**src/hw/wdt_pkg.sv**
```systemverilog
package wdt_pkg;

  // Clock and timing
  localparam int CLK_HZ            = 40_000_000;
  localparam int CLK_MHZ           = CLK_HZ / 1_000_000;
  localparam int RESET_OUT_NS      = 1600;
  localparam int RESET_OUT_CYCLES  = (RESET_OUT_NS * CLK_MHZ + 999) / 1000;
  localparam int STRAP_CYCLES      = 2;

  // Counter structure
  localparam int HALF_W            = 8;
  localparam int COUNT_W           = 2 * HALF_W;
  localparam int PRE_W             = 7;
  localparam logic [PRE_W-1:0] PRE_SLOW_LAST = 7'h7F;
  localparam logic [COUNT_W-1:0] COUNT_MAX   = 16'hFFFF;
  localparam logic [COUNT_W-1:0] COUNT_RESET = 16'h0000;

  // Register indexes; byte address is four times the index
  localparam int ADDR_W            = 18;
  localparam int IDX_W             = 16;
  localparam logic [IDX_W-1:0] CTRL_IDX     = 16'hFFAE;
  localparam logic [IDX_W-1:0] COUNT_IDX    = 16'hFFAF;
  localparam logic [IDX_W-1:0] CMD_IDX      = 16'hFFB0;
  localparam logic [IDX_W-1:0] IRQ_STAT_IDX = 16'hFFB1;
  localparam logic [IDX_W-1:0] IRQ_CLR_IDX  = 16'hFFB2;
  localparam logic [IDX_W-1:0] IRQ_EN_IDX   = 16'hFFB3;
  localparam logic [IDX_W-1:0] STATE_IDX    = 16'hFFB4;

  // Control register fields
  localparam int PRESCALE_BIT      = 0;
  localparam int FLAG_BIT          = 1;
  localparam int RELOAD_LSB        = 8;
  localparam logic [15:0] CTRL_RESET_WDT   = 16'h0002;
  localparam logic [15:0] CTRL_RESET_OTHER = 16'h0000;

  // Command register: key in the upper half, code in the low bits
  localparam int CMD_KEY_LSB       = 16;
  localparam logic [15:0] CMD_KEY  = 16'h5AA5;
  typedef enum logic [1:0] {CMD_NONE, CMD_SERVICE, CMD_DISABLE, CMD_END_INIT} cmd_e;

  // Interrupt status bits
  localparam int IRQ_W             = 3;
  localparam int IRQ_FAULT         = 0;
  localparam int IRQ_SERVICE       = 1;
  localparam int IRQ_DIS_REJECT    = 2;

  // Bus answers
  localparam logic [1:0] RESP_OKAY   = 2'b00;
  localparam logic [1:0] RESP_DECERR = 2'b11;

endpackage

```
**src/hw/watchdog_timer_with_reload.sv**
```systemverilog
// Overview of operation
// - Watchdog is a 16-bit up counter stepping on each prescaled clock tick.
// - Two cascaded 8-bit halves; high loads preset, low clears on service.
// - Count readable through a read-only register; writes leave it unchanged.
// - Prescale bit 0 selects clock divided by 2, bit 1 divided by 128.
// - Overflow flag set by hardware on overflow, cleared by hard reset, software reset or service.
// - Control: preset in upper byte, flag bit 1 read-only, prescale bit 0.
// - Control reads 0002 after watchdog reset, 0000 after other resets.
// - After any reset but a bootstrap hard reset the watchdog runs from zero at clock divided by two.
// - Disable works only before the first end-of-init or service command.
// - Counting continues during processor idle mode unless disabled.
// - Unserviced wrap starts internal reset, drives reset-out low, sets flag.
// - Before resetting, finish a safe external bus cycle, else abort it.
// - Service clears low byte, loads preset high, clears flag; counts on.
// - Malformed service command raises protection fault and does not service.
// - Service to overflow takes 2^(1+6*prescale)*(65536-preset*256) clocks.
// - Hard reset selecting the bootstrap loader leaves the watchdog disabled.
`timescale 1ns/1ps
`default_nettype none

module watchdog_timer_with_reload #(
  parameter int RESET_OUT_LEN = wdt_pkg::RESET_OUT_CYCLES
) (
  // Clock and hardware reset
  input  wire logic                       mclk,
  input  wire logic                       rst_n,
  // AXI4-Lite write address and data
  input  wire logic [wdt_pkg::ADDR_W-1:0] s_axi_awaddr,
  input  wire logic [2:0]                 s_axi_awprot,
  input  wire logic                       s_axi_awvalid,
  output logic                            s_axi_awready,
  input  wire logic [31:0]                s_axi_wdata,
  input  wire logic [3:0]                 s_axi_wstrb,
  input  wire logic                       s_axi_wvalid,
  output logic                            s_axi_wready,
  // AXI4-Lite write response
  output logic [1:0]                      s_axi_bresp,
  output logic                            s_axi_bvalid,
  input  wire logic                       s_axi_bready,
  // AXI4-Lite read
  input  wire logic [wdt_pkg::ADDR_W-1:0] s_axi_araddr,
  input  wire logic [2:0]                 s_axi_arprot,
  input  wire logic                       s_axi_arvalid,
  output logic                            s_axi_arready,
  output logic [31:0]                     s_axi_rdata,
  output logic [1:0]                      s_axi_rresp,
  output logic                            s_axi_rvalid,
  input  wire logic                       s_axi_rready,
  // Core side
  input  wire logic                       sw_reset_req,
  input  wire logic                       idle_mode,
  output logic                            protection_fault_trap,
  output logic                            system_reset_req,
  // Pins
  input  wire logic                       boot_loader_sel,
  input  wire logic                       ext_ready_n,
  output logic                            reset_out_pin_n,
  // External bus controller
  input  wire logic                       ext_bus_busy,
  input  wire logic                       ext_bus_uses_ready,
  input  wire logic                       ext_bus_waits_done,
  output logic                            ext_bus_abort,
  // Interrupt
  output logic                            irq
);
  import wdt_pkg::*;

  typedef enum {ST_RUN, ST_BUS_WAIT, ST_RESET_SEQ} seq_e;

  if (RESET_OUT_LEN < 1 || RESET_OUT_LEN > 65535) begin : g_len_check
    $error("RESET_OUT_LEN out of range");
  end

  seq_e                seq_reg;
  logic [COUNT_W-1:0]  count_reg;
  logic [PRE_W-1:0]    pre_reg;
  logic [HALF_W-1:0]   reload_reg;
  logic                prescale_reg;
  logic                flag_reg;
  logic                enabled_reg;
  logic                dis_window_reg;
  logic [1:0]          strap_wait_reg;
  logic [15:0]         seq_cnt_reg;
  logic [IRQ_W-1:0]    irq_stat_reg;
  logic [IRQ_W-1:0]    irq_en_reg;
  logic                boot_s1_reg;
  logic                boot_s2_reg;
  logic                rdy_s1_reg;
  logic                rdy_s2_reg;

  // Write channel: address and data may arrive in either order
  logic [IDX_W-1:0]    wr_idx_reg;
  logic [31:0]         wr_data_reg;
  logic [3:0]          wr_strb_reg;
  logic                wr_go;
  logic                rd_go;
  logic [IDX_W-1:0]    rd_idx;

  assign wr_go = !s_axi_awready && !s_axi_wready && !s_axi_bvalid;
  assign rd_go = s_axi_arvalid && s_axi_arready;
  assign rd_idx = s_axi_araddr[ADDR_W-1:2];

  // Decoded write effects
  logic    wr_ctrl;
  logic    wr_cmd;
  logic    key_ok;
  cmd_e    cmd;
  logic    do_service;
  logic    do_disable;
  logic    do_end_init;
  logic    bad_cmd;
  logic    tick;
  logic    overflow;
  logic    soft_init;
  logic    wdt_reset_done;

  assign wr_ctrl     = wr_go && wr_idx_reg == CTRL_IDX;
  assign wr_cmd      = wr_go && wr_idx_reg == CMD_IDX;
  assign key_ok      = wr_data_reg[CMD_KEY_LSB +: 16] == CMD_KEY && wr_strb_reg == 4'hF;
  assign cmd         = cmd_e'(wr_data_reg[1:0]);
  // Keyed commands are ignored while a reset sequence is pending; a malformed one still faults
  assign do_service  = wr_cmd && key_ok && cmd == CMD_SERVICE && seq_reg == ST_RUN;
  assign do_disable  = wr_cmd && key_ok && cmd == CMD_DISABLE && seq_reg == ST_RUN;
  assign do_end_init = wr_cmd && key_ok && cmd == CMD_END_INIT && seq_reg == ST_RUN;
  assign bad_cmd     = wr_cmd && !key_ok && cmd != CMD_NONE;

  // Tick every 2 or every 128 clocks
  assign tick     = prescale_reg ? (pre_reg == PRE_SLOW_LAST) : pre_reg[0];
  assign overflow = seq_reg == ST_RUN && enabled_reg && tick && count_reg == COUNT_MAX;
  assign wdt_reset_done = seq_reg == ST_RESET_SEQ && seq_cnt_reg == 16'(RESET_OUT_LEN - 1);
  assign soft_init = sw_reset_req || wdt_reset_done;

  // Pin synchronisers; the strap pair runs through reset so it is settled when taken
  always_ff @(posedge mclk) begin
    boot_s1_reg <= boot_loader_sel;
    boot_s2_reg <= boot_s1_reg;
    if (!rst_n) begin
      rdy_s1_reg  <= 1'b1;
      rdy_s2_reg  <= 1'b1;
    end else begin
      rdy_s1_reg  <= ext_ready_n;
      rdy_s2_reg  <= rdy_s1_reg;
    end
  end

  // Prescaler restarts on service so the period is exact
  always_ff @(posedge mclk) begin
    if (!rst_n || soft_init || do_service) begin
      pre_reg <= '0;
    end else begin
      pre_reg <= pre_reg + 1'b1;
    end
  end

  // Counter; idle mode has no effect on it
  always_ff @(posedge mclk) begin
    if (!rst_n || soft_init) begin
      count_reg <= COUNT_RESET;
    end else if (do_service) begin
      count_reg <= {reload_reg, {HALF_W{1'b0}}};
    end else if (seq_reg == ST_RUN && enabled_reg && tick) begin
      count_reg <= count_reg + 1'b1;
    end
  end

  // Control register
  always_ff @(posedge mclk) begin
    if (!rst_n || soft_init) begin
      reload_reg   <= CTRL_RESET_OTHER[RELOAD_LSB +: HALF_W];
      prescale_reg <= CTRL_RESET_OTHER[PRESCALE_BIT];
    end else if (wr_ctrl) begin
      if (wr_strb_reg[1]) begin
        reload_reg <= wr_data_reg[RELOAD_LSB +: HALF_W];
      end
      if (wr_strb_reg[0]) begin
        prescale_reg <= wr_data_reg[PRESCALE_BIT];
      end
    end
  end

  // Overflow flag: set wins over a service in the same cycle
  always_ff @(posedge mclk) begin
    if (!rst_n) begin
      flag_reg <= 1'b0;
    end else if (overflow || wdt_reset_done) begin
      flag_reg <= CTRL_RESET_WDT[FLAG_BIT];
    end else if (sw_reset_req || do_service) begin
      flag_reg <= CTRL_RESET_OTHER[FLAG_BIT];
    end
  end

  // Enable and disable window; strap is caught after the hardware reset
  always_ff @(posedge mclk) begin
    if (!rst_n) begin
      enabled_reg    <= 1'b0;
      dis_window_reg <= 1'b1;
      strap_wait_reg <= 2'(STRAP_CYCLES);
    end else if (soft_init) begin
      enabled_reg    <= 1'b1;
      dis_window_reg <= 1'b1;
      strap_wait_reg <= '0;
    end else begin
      if (strap_wait_reg != 2'd0) begin
        strap_wait_reg <= strap_wait_reg - 1'b1;
        if (strap_wait_reg == 2'd1) begin
          enabled_reg <= !boot_s2_reg;
        end
      end else if (do_disable && dis_window_reg) begin
        enabled_reg <= 1'b0;
      end
      if (do_service || do_end_init) begin
        dis_window_reg <= 1'b0;
      end
    end
  end

  // Overflow sequence: settle the bus cycle, then hold reset-out low
  always_ff @(posedge mclk) begin
    if (!rst_n) begin
      seq_reg       <= ST_RUN;
      seq_cnt_reg   <= '0;
      ext_bus_abort <= 1'b0;
    end else begin
      ext_bus_abort <= 1'b0;
      case (seq_reg)
        ST_RUN: begin
          seq_cnt_reg <= '0;
          if (overflow) begin
            seq_reg <= ST_BUS_WAIT;
          end
        end
        ST_BUS_WAIT: begin
          if (!ext_bus_busy) begin
            seq_reg <= ST_RESET_SEQ;
          end else if (ext_bus_uses_ready && ext_bus_waits_done && rdy_s2_reg) begin
            ext_bus_abort <= 1'b1;
            seq_reg       <= ST_RESET_SEQ;
          end
        end
        ST_RESET_SEQ: begin
          seq_cnt_reg <= seq_cnt_reg + 1'b1;
          if (wdt_reset_done) begin
            seq_reg <= ST_RUN;
          end
        end
        default: begin
          seq_reg <= ST_RUN;
        end
      endcase
    end
  end

  always_ff @(posedge mclk) begin
    if (!rst_n) begin
      reset_out_pin_n  <= 1'b1;
      system_reset_req <= 1'b0;
    end else begin
      // Follows the state a cycle late, so the pin stays low for the full sequence length
      reset_out_pin_n  <= !(seq_reg == ST_RESET_SEQ);
      system_reset_req <= seq_reg == ST_RESET_SEQ;
    end
  end

  always_ff @(posedge mclk) begin
    if (!rst_n) begin
      protection_fault_trap <= 1'b0;
    end else begin
      protection_fault_trap <= bad_cmd;
    end
  end

  // Interrupt status: a new event beats a clear in the same cycle
  logic [IRQ_W-1:0] irq_set;
  logic [IRQ_W-1:0] irq_clr;

  always_comb begin
    irq_set = '0;
    irq_set[IRQ_FAULT]      = bad_cmd;
    irq_set[IRQ_SERVICE]    = do_service;
    irq_set[IRQ_DIS_REJECT] = do_disable && !dis_window_reg;
    irq_clr = '0;
    if (wr_go && wr_idx_reg == IRQ_CLR_IDX && wr_strb_reg[0]) begin
      irq_clr = wr_data_reg[IRQ_W-1:0];
    end
  end

  always_ff @(posedge mclk) begin
    if (!rst_n || soft_init) begin
      irq_stat_reg <= '0;
      irq_en_reg   <= '0;
      irq          <= 1'b0;
    end else begin
      irq_stat_reg <= (irq_stat_reg & ~irq_clr) | irq_set;
      if (wr_go && wr_idx_reg == IRQ_EN_IDX && wr_strb_reg[0]) begin
        irq_en_reg <= wr_data_reg[IRQ_W-1:0];
      end
      irq <= |(((irq_stat_reg & ~irq_clr) | irq_set) & irq_en_reg);
    end
  end

  // AXI write path
  always_ff @(posedge mclk) begin
    if (!rst_n) begin
      s_axi_awready <= 1'b1;
      s_axi_wready  <= 1'b1;
      s_axi_bvalid  <= 1'b0;
      s_axi_bresp   <= RESP_OKAY;
      wr_idx_reg    <= '0;
      wr_data_reg   <= '0;
      wr_strb_reg   <= '0;
    end else begin
      if (s_axi_awvalid && s_axi_awready) begin
        wr_idx_reg    <= s_axi_awaddr[ADDR_W-1:2];
        s_axi_awready <= 1'b0;
      end
      if (s_axi_wvalid && s_axi_wready) begin
        wr_data_reg  <= s_axi_wdata;
        wr_strb_reg  <= s_axi_wstrb;
        s_axi_wready <= 1'b0;
      end
      if (wr_go) begin
        s_axi_bvalid <= 1'b1;
        case (wr_idx_reg)
          CTRL_IDX, COUNT_IDX, CMD_IDX, IRQ_STAT_IDX, IRQ_CLR_IDX, IRQ_EN_IDX, STATE_IDX: begin
            s_axi_bresp <= RESP_OKAY;
          end
          default: begin
            s_axi_bresp <= RESP_DECERR;
          end
        endcase
      end
      if (s_axi_bvalid && s_axi_bready) begin
        s_axi_bvalid  <= 1'b0;
        s_axi_awready <= 1'b1;
        s_axi_wready  <= 1'b1;
      end
    end
  end

  // AXI read path
  always_ff @(posedge mclk) begin
    if (!rst_n) begin
      s_axi_arready <= 1'b1;
      s_axi_rvalid  <= 1'b0;
      s_axi_rdata   <= '0;
      s_axi_rresp   <= RESP_OKAY;
    end else begin
      if (rd_go) begin
        s_axi_arready <= 1'b0;
        s_axi_rvalid  <= 1'b1;
        s_axi_rresp   <= RESP_OKAY;
        s_axi_rdata   <= '0;
        case (rd_idx)
          CTRL_IDX: begin
            s_axi_rdata <= {16'h0000, reload_reg, 6'h00, flag_reg, prescale_reg};
          end
          COUNT_IDX: begin
            s_axi_rdata <= {16'h0000, count_reg};
          end
          IRQ_STAT_IDX: begin
            s_axi_rdata <= {{(32-IRQ_W){1'b0}}, irq_stat_reg};
          end
          IRQ_EN_IDX: begin
            s_axi_rdata <= {{(32-IRQ_W){1'b0}}, irq_en_reg};
          end
          STATE_IDX: begin
            s_axi_rdata <= {28'h0000000, idle_mode, seq_reg != ST_RUN, dis_window_reg, enabled_reg};
          end
          CMD_IDX, IRQ_CLR_IDX: begin
            s_axi_rdata <= '0;
          end
          default: begin
            s_axi_rresp <= RESP_DECERR;
          end
        endcase
      end
      if (s_axi_rvalid && s_axi_rready) begin
        s_axi_rvalid  <= 1'b0;
        s_axi_arready <= 1'b1;
      end
    end
  end

endmodule

`default_nettype wire

```
**config.mk**
```make
export PLATFORM = sky130hd
export DESIGN_NAME = watchdog_timer_with_reload
export DESIGN_NICKNAME = d
export VERILOG_FILES = /design/src/hw/wdt_pkg.sv /design/src/hw/watchdog_timer_with_reload.sv
export SDC_FILE = /design/constraint.sdc
export NUM_CORES = 1
export LEC_CHECK = 0
export ABC_CLOCK_PERIOD_IN_PS = 2700
export BUFFER_PORTS_ARGS = -buffer_cell sky130_fd_sc_hd__buf_2
export CAP_MARGIN = 10
export CORE_MARGIN = 5
export CORE_UTILIZATION = 55
export CTS_BUF_LIST = sky130_fd_sc_hd__clkbuf_8
export DETAILED_ROUTE_END_ITERATION = 12
export MAX_ROUTING_LAYER = met4
export PLACE_DENSITY = 0.8
export SYNTH_ARGS = -nofsm -noshare
export SYNTH_HDL_FRONTEND = slang
export SYNTH_SLANG_ARGS = --single-unit
```
**constraint.sdc**
```tcl
create_clock -name mclk -period 2.7 [get_ports mclk]
set_clock_uncertainty 0.15 [all_clocks]
set_input_delay 0.54 -clock mclk [delete_from_list [all_inputs] [get_ports mclk]]
set_output_delay 0.54 -clock mclk [all_outputs]
set_load 0.005 [all_outputs]
```
Word-level counts from Yosys, hierarchy flattened
Cells that the tools add are included.
- flip-flop bits (word level): 193
- output and inout port bits: 46
- bitwise operators: 5
- mux-type cells: 22
- add/sub/neg operators: 4
- reduce and logical (&&, ||, !) cells: 67
- equality and inequality tests: 30
- operators with widths (operator ; number):
    16-bit == test (second input constant) ; 15
    32-bit two-way mux ; 4
    32-bit one-hot mux with 3 select lines ; 1
    16-bit one-hot mux with 5 select lines ; 1
    32-bit logical NOT ; 2
    16-bit by 1-bit adder with 16-bit output (second input constant) ; 2
    32-bit by 1-bit == test with 1-bit output (second input constant) ; 1
    32-bit by 2-bit == test with 1-bit output (second input constant) ; 1
    32-bit by 3-bit == test with 1-bit output (second input constant) ; 1
    16-bit two-way mux ; 2
    16-bit one-hot mux with 2 select lines ; 1
    32-bit nonzero test ; 1
    1-bit logical AND ; 31
    16-bit by 15-bit == test with 1-bit output (second input constant) ; 1
    16-bit by 6-bit == test with 1-bit output (second input constant) ; 1
    7-bit OR reduction ; 2
    2-bit nonzero test ; 6
    1-bit logical NOT ; 8
    1-bit two-way mux ; 8
    2-bit two-way mux ; 4
    2-bit OR reduction ; 4
    7-bit by 1-bit adder with 7-bit output (second input constant) ; 1
    7-bit == test (second input constant) ; 1
    3-bit AND ; 2
    16 further kinds ; 27

Depth between registers and ports, before layout
- word-level depth: 11
- depth in mapped cells: 8
- depth with buffers taken out: 7

Worst setup path after synthesis
Ideal clock, no wire load.
- kind: flip-flop to flip-flop
- start point: register wr_idx_reg[4]
- end point: register pre_reg[1]
- arrival: 2.045 ns
- data required time: 2.434 ns
- library setup time: 0.116 ns
- stages on the path, launching flop included: 7
- setup slack: 0.389 ns
- path buffers: 2
- path through: dfxtp_1 -> or3b_1 -> or4_4 -> or4_1 -> buf_6 -> buf_8 -> and3_1
- longest elaborated chain between the ends: 6
- ends and longest elaborated chain (what ; RTL line ; RTL):
    start: declaration ; watchdog_timer_with_reload.sv:92 ; logic [IDX_W-1:0] wr_idx_reg;
    start signal: assignment ; watchdog_timer_with_reload.sv:313 ; wr_idx_reg <= s_axi_awaddr[ADDR_W-1:2];
    16-bit == test ; watchdog_timer_with_reload.sv:118 ; assign wr_cmd = wr_go && wr_idx_reg == CMD_IDX;
    1-bit logical AND ; watchdog_timer_with_reload.sv:118 ;
    1-bit logical AND (3 in a row) ; watchdog_timer_with_reload.sv:122 ; assign do_service = wr_cmd && key_ok && cmd == CMD_SERVICE && seq_reg == ST_RUN;
    1-bit logical OR ; watchdog_timer_with_reload.sv:148 ; if (!rst_n || soft_init || do_service) begin
    end signal: assignment ; watchdog_timer_with_reload.sv:151 ; pre_reg <= pre_reg + 1'b1;
    end: declaration ; watchdog_timer_with_reload.sv:76 ; logic [PRE_W-1:0] pre_reg;
No other way between the ends.
A chain may end at the register's enable or synchronous reset.

Final worst setup path
- start point: register wr_idx_reg[4]
- end point: register count_reg[11]
- longest elaborated chain between the ends: 6
- elaborated cells on any way between the ends: 7
- classes of those cells: eq/ne (1); mux (1); reduce/logical (5)
- ends and longest elaborated chain (what ; RTL line ; RTL):
    16-bit == test (*) ; watchdog_timer_with_reload.sv:118 ;
    1-bit logical AND (*) ; watchdog_timer_with_reload.sv:118 ;
    1-bit logical AND (*) (3 in a row) ; watchdog_timer_with_reload.sv:122 ;
    16-bit two-way mux or 2-bit nonzero test (tied branches) ; - ;
    end signal: assignment ; watchdog_timer_with_reload.sv:160 ; count_reg <= {reload_reg, {HALF_W{1'b0}}};
    end signal: assignment ; watchdog_timer_with_reload.sv:162 ; count_reg <= count_reg + 1'b1;
    end: declaration ; watchdog_timer_with_reload.sv:75 ; logic [COUNT_W-1:0] count_reg;
Every way passes the cells marked *; elsewhere a longest branch is shown, timed or not.

==> flow_metrics.py <==
metrics = {
    "synth": {
        "synth_cell_types": 53,
        "synth_cells": 713,
        "async_reset_ff_share_pct": 0,
        "syn-mean-instance-area_um2": 8.56,
        "yosysTopAreaCell": "dfxtp_1",
        "synth_area_um2": 6100,
        "ys_top_cells_by_area": "dfxtp_1 46%, nand2_1 8.1%, a21boi_0 6.4%",
        "synthTopCellsByCount": "140 x dfxtp_1, 131 x nand2_1, 59 x nor2_1, 52 x a21boi_0, 28 x clkbuf_1",
        "yosys_warnings": 0,
        "synth_flop_cell": "dfxtp_1",
        "yosysSeqAreaShare_pct": 45.9,
        "yosysTopAreaCellShare_pct": 45.9,
        "synth_edf_count": 0,
        "yosysMostFrequentCell": "dfxtp_1",
        "synth_seq_cells": 140,
    },
    "clock_tree": {
        "path_clk_slew_ns": 0.07,
        "clockBufferDepth": 2,
        "numClockSinks": 140,
        "cts.hold.buffers_added": 0,
        "cts_root_buf": "clkbuf_8",
        "cts_tree": "done",
        "cts_setup_buffers": 0,
        "cts-resized-gates": 0,
        "htreeDepth": 4,
        "clk-insertion-delay-late_ns": 0.43,
        "cts_buffers": 17,
    },
    "routing": {
        "wire_per_inst_um": 14.2,
        "dr.pass1.iters": 5,
        "antenna_left": 0,
        "initialDrtViolationCount": 274,
        "drc": 0,
        "vias_per_cell": 5.39,
        "vias": 5185,
        "drt_wl_total_um": 13600,
    },
    "critical_path": {
        "critPathMaxStageDelay_ns": 0.53,
        "worstPathArrival_ns": 2.68,
        "worstPathMaxFanout": 18,
        "reg2reg_from": "wr_idx_reg[4]$_SDFFE_PN0P_",
        "critPathLaunchType": "flip-flop",
        "crit_path_end_kind": "flip-flop",
        "cp_num_buf_inv": 1,
        "crit_required_ns": 2.85,
        "worstReg2RegEnd": "count_reg[11]$_SDFFE_PP0P_",
        "reg2reg_setup_slack_ns": 0.17,
        "reg2reg_depth": 6,
        "path_delay_family": "simple AND/OR/NAND/NOR gates",
        "slowest_stage": "or4_1",
        "critPathKind": "reg -> reg",
        "crit_chain": "or3b_1 > or4_4 > or4_1 > buf_4 > o21ai_0 > a21oi_1",
        "crit_cells": 6,
    },
    "sta": {
        "finalCritPeriodShare_pct": 93.6,
        "relSlewSlack_pct": 27.0,
        "rsz0062_at_grt": "no",
        "worstMarginPinSlew_ns": 1.09,
        "hold_viol": 0,
        "setup_viol": 0,
        "fin_setup_tns_ns": 0,
        "drv_slew": 0,
        "fin_crit_ns": 2.53,
        "fmax_ghz": 0.396,
    },
    "final_layout": {
        "design_area_um2": 7040,
        "multiInputGateArea_um2": 3030,
        "antenna_cells": 0,
        "nFillCells": 931,
        "drive_above_1_share_pct": 18.0,
        "nets": 906,
        "areaGrowthSynthToFinish_pct": 15.3,
        "fin_cells": 962,
        "regArea_um2": 2800,
        "largest_reg_flops": 27,
    },
    "run": {
        "max-cap-violations": 0,
    },
    "pwr": {
        "totalPowerFinal_mw": 4.10,
        "leakage_nw": 2.89,
        "p_per_area_nw_per_um2": 582,
        "vdd_drop_max_mv": 0.329,
    },
    "global_route": {
        "first_global_vias": 5160,
        "antenna_found_initial": 0,
        "grt_pass1_wl_um": 23000,
        "grtUsageTotal_pct": 22.0,
        "grt_max_degree": 61,
        "grt-ovfl-total": 0,
    },
    "worst_hold_path": {
        "min_path_cells": 1,
        "hp-start": "boot_loader_sel",
        "whs_endpoint": "boot_s1_reg$_DFF_P_",
        "worstHoldPathType": "in -> reg",
    },
    "floorplanning": {
        "die_w_um": 115,
        "core_um2": 10800,
        "boundaryPins": 138,
        "start_util_pct": 56.3,
        "die_h_um": 115,
        "rows": 38,
        "die-area_um2": 13300,
    },
    "placed_design": {
        "gp_congestion": 0.836,
        "place_area_um2": 6650,
        "post-dp-hpwl_um": 10000,
        "post-place-cells": 932,
        "io_buffers": 106,
    },
    "run_status": {
        "status": "finished clean",
    },
}
## worst max-delay path by stage
stage | startpoint | end
6_report | wr_idx_reg[4]$_SDFFE_PN0P_ | count_reg[11]$_SDFFE_PP0P_
5_1_grt | seq_cnt_reg[0]$_SDFFE_PN0P_ | pre_reg[3]$_SDFF_PP0_
4_1_cts | wr_idx_reg[4]$_SDFFE_PN0P_ | count_reg[11]$_SDFFE_PP0P_
3_5_place_dp | wr_idx_reg[4]$_SDFFE_PN0P_ | count_reg[10]$_SDFFE_PP0P_
3_3_place_gp | wr_idx_reg[4]$_SDFFE_PN0P_ | count_reg[8]$_SDFFE_PP0P_
2_1_floorplan | wr_idx_reg[4]$_SDFFE_PN0P_ | pre_reg[1]$_SDFF_PP0_
## metrics by stage
| step | hold WS (ns) | util, % | worst slack, ns |
|---|---|---|---|
| floorplan | 0.160 | - | 0.389 |
| global placement | 0.168 | 61.3 | 0.318 |
| detailed placement | 0.167 | 61.3 | 0.257 |
| CTS | 0.0370 | 64.9 | 0.189 |
| global route | 0.0358 | 64.9 | 0.0449 |
| finish | 0.0602 | 64.9 | 0.173 |
## routing by layer
layer  vias up  wire, um  global-route usage (%)  share of wire [%]
li1       2606         -                       -                  -
met1      2430      5950                    25.7                 44
met2       135      6720                    37.3                 49
met3        14       841                    5.63                6.2
met4         0       138                    6.42                1.0
met5         -         0                       -                  0
## cell usage in the layout, fill, tap and decap left out, types with 5 or more instances in the layout
master / instances
a21boi_0: 52
a21oi_1: 26
a22oi_1: 5
a31oi_1: 5
and2_1: 6
and3_1: 12
buf_2: 106
buf_4: 11
clkbuf_8: 19
conb_1: 16
dfxtp_1: 140
inv_1: 12
mux2i_1: 25
nand2_1: 131
nand2b_1: 6
nand3_1: 21
nand4_1: 15
nor2_1: 59
nor2b_1: 18
nor3_1: 17
nor4_1: 6
o21ai_0: 24
or3_1: 5
xnor2_1: 10
xor2_1: 21
## cell type report
type	count	share of cell area, %
multi-input combinational	526	43.0
sequential	140	39.8
timing repair buffer	117	8.71
clock buffer	19	3.71
tap	140	2.49
clock inverter	11	1.83
inverter	9	0.480
## cells by family (layout without fill, tap and decap cells)
family                   count (synthesis)  in the layout  share of synthesized area, %
AO/OA/AOI/OAI                          128            128                          13.8
XOR/XNOR                                31             31                          4.45
adder cells (fa/ha/maj)                  3              3                         0.615
buffers and inverters                   62            156                          5.45
flip-flops                             140            140                          45.9
multiplexers                            25             25                          4.10
other                                    1             16                        0.0614
AND/OR/NAND/NOR                        323            323                          25.6
## report_power, final
group / internal, mW / total [mW] / switching [mW]
clock: 0.935 / 1.67 / 0.731
sequential: 2.12 / 2.16 / 0.0417
combinational: 0.119 / 0.266 / 0.147
Note: power is estimated with default switching activity, not from simulation.
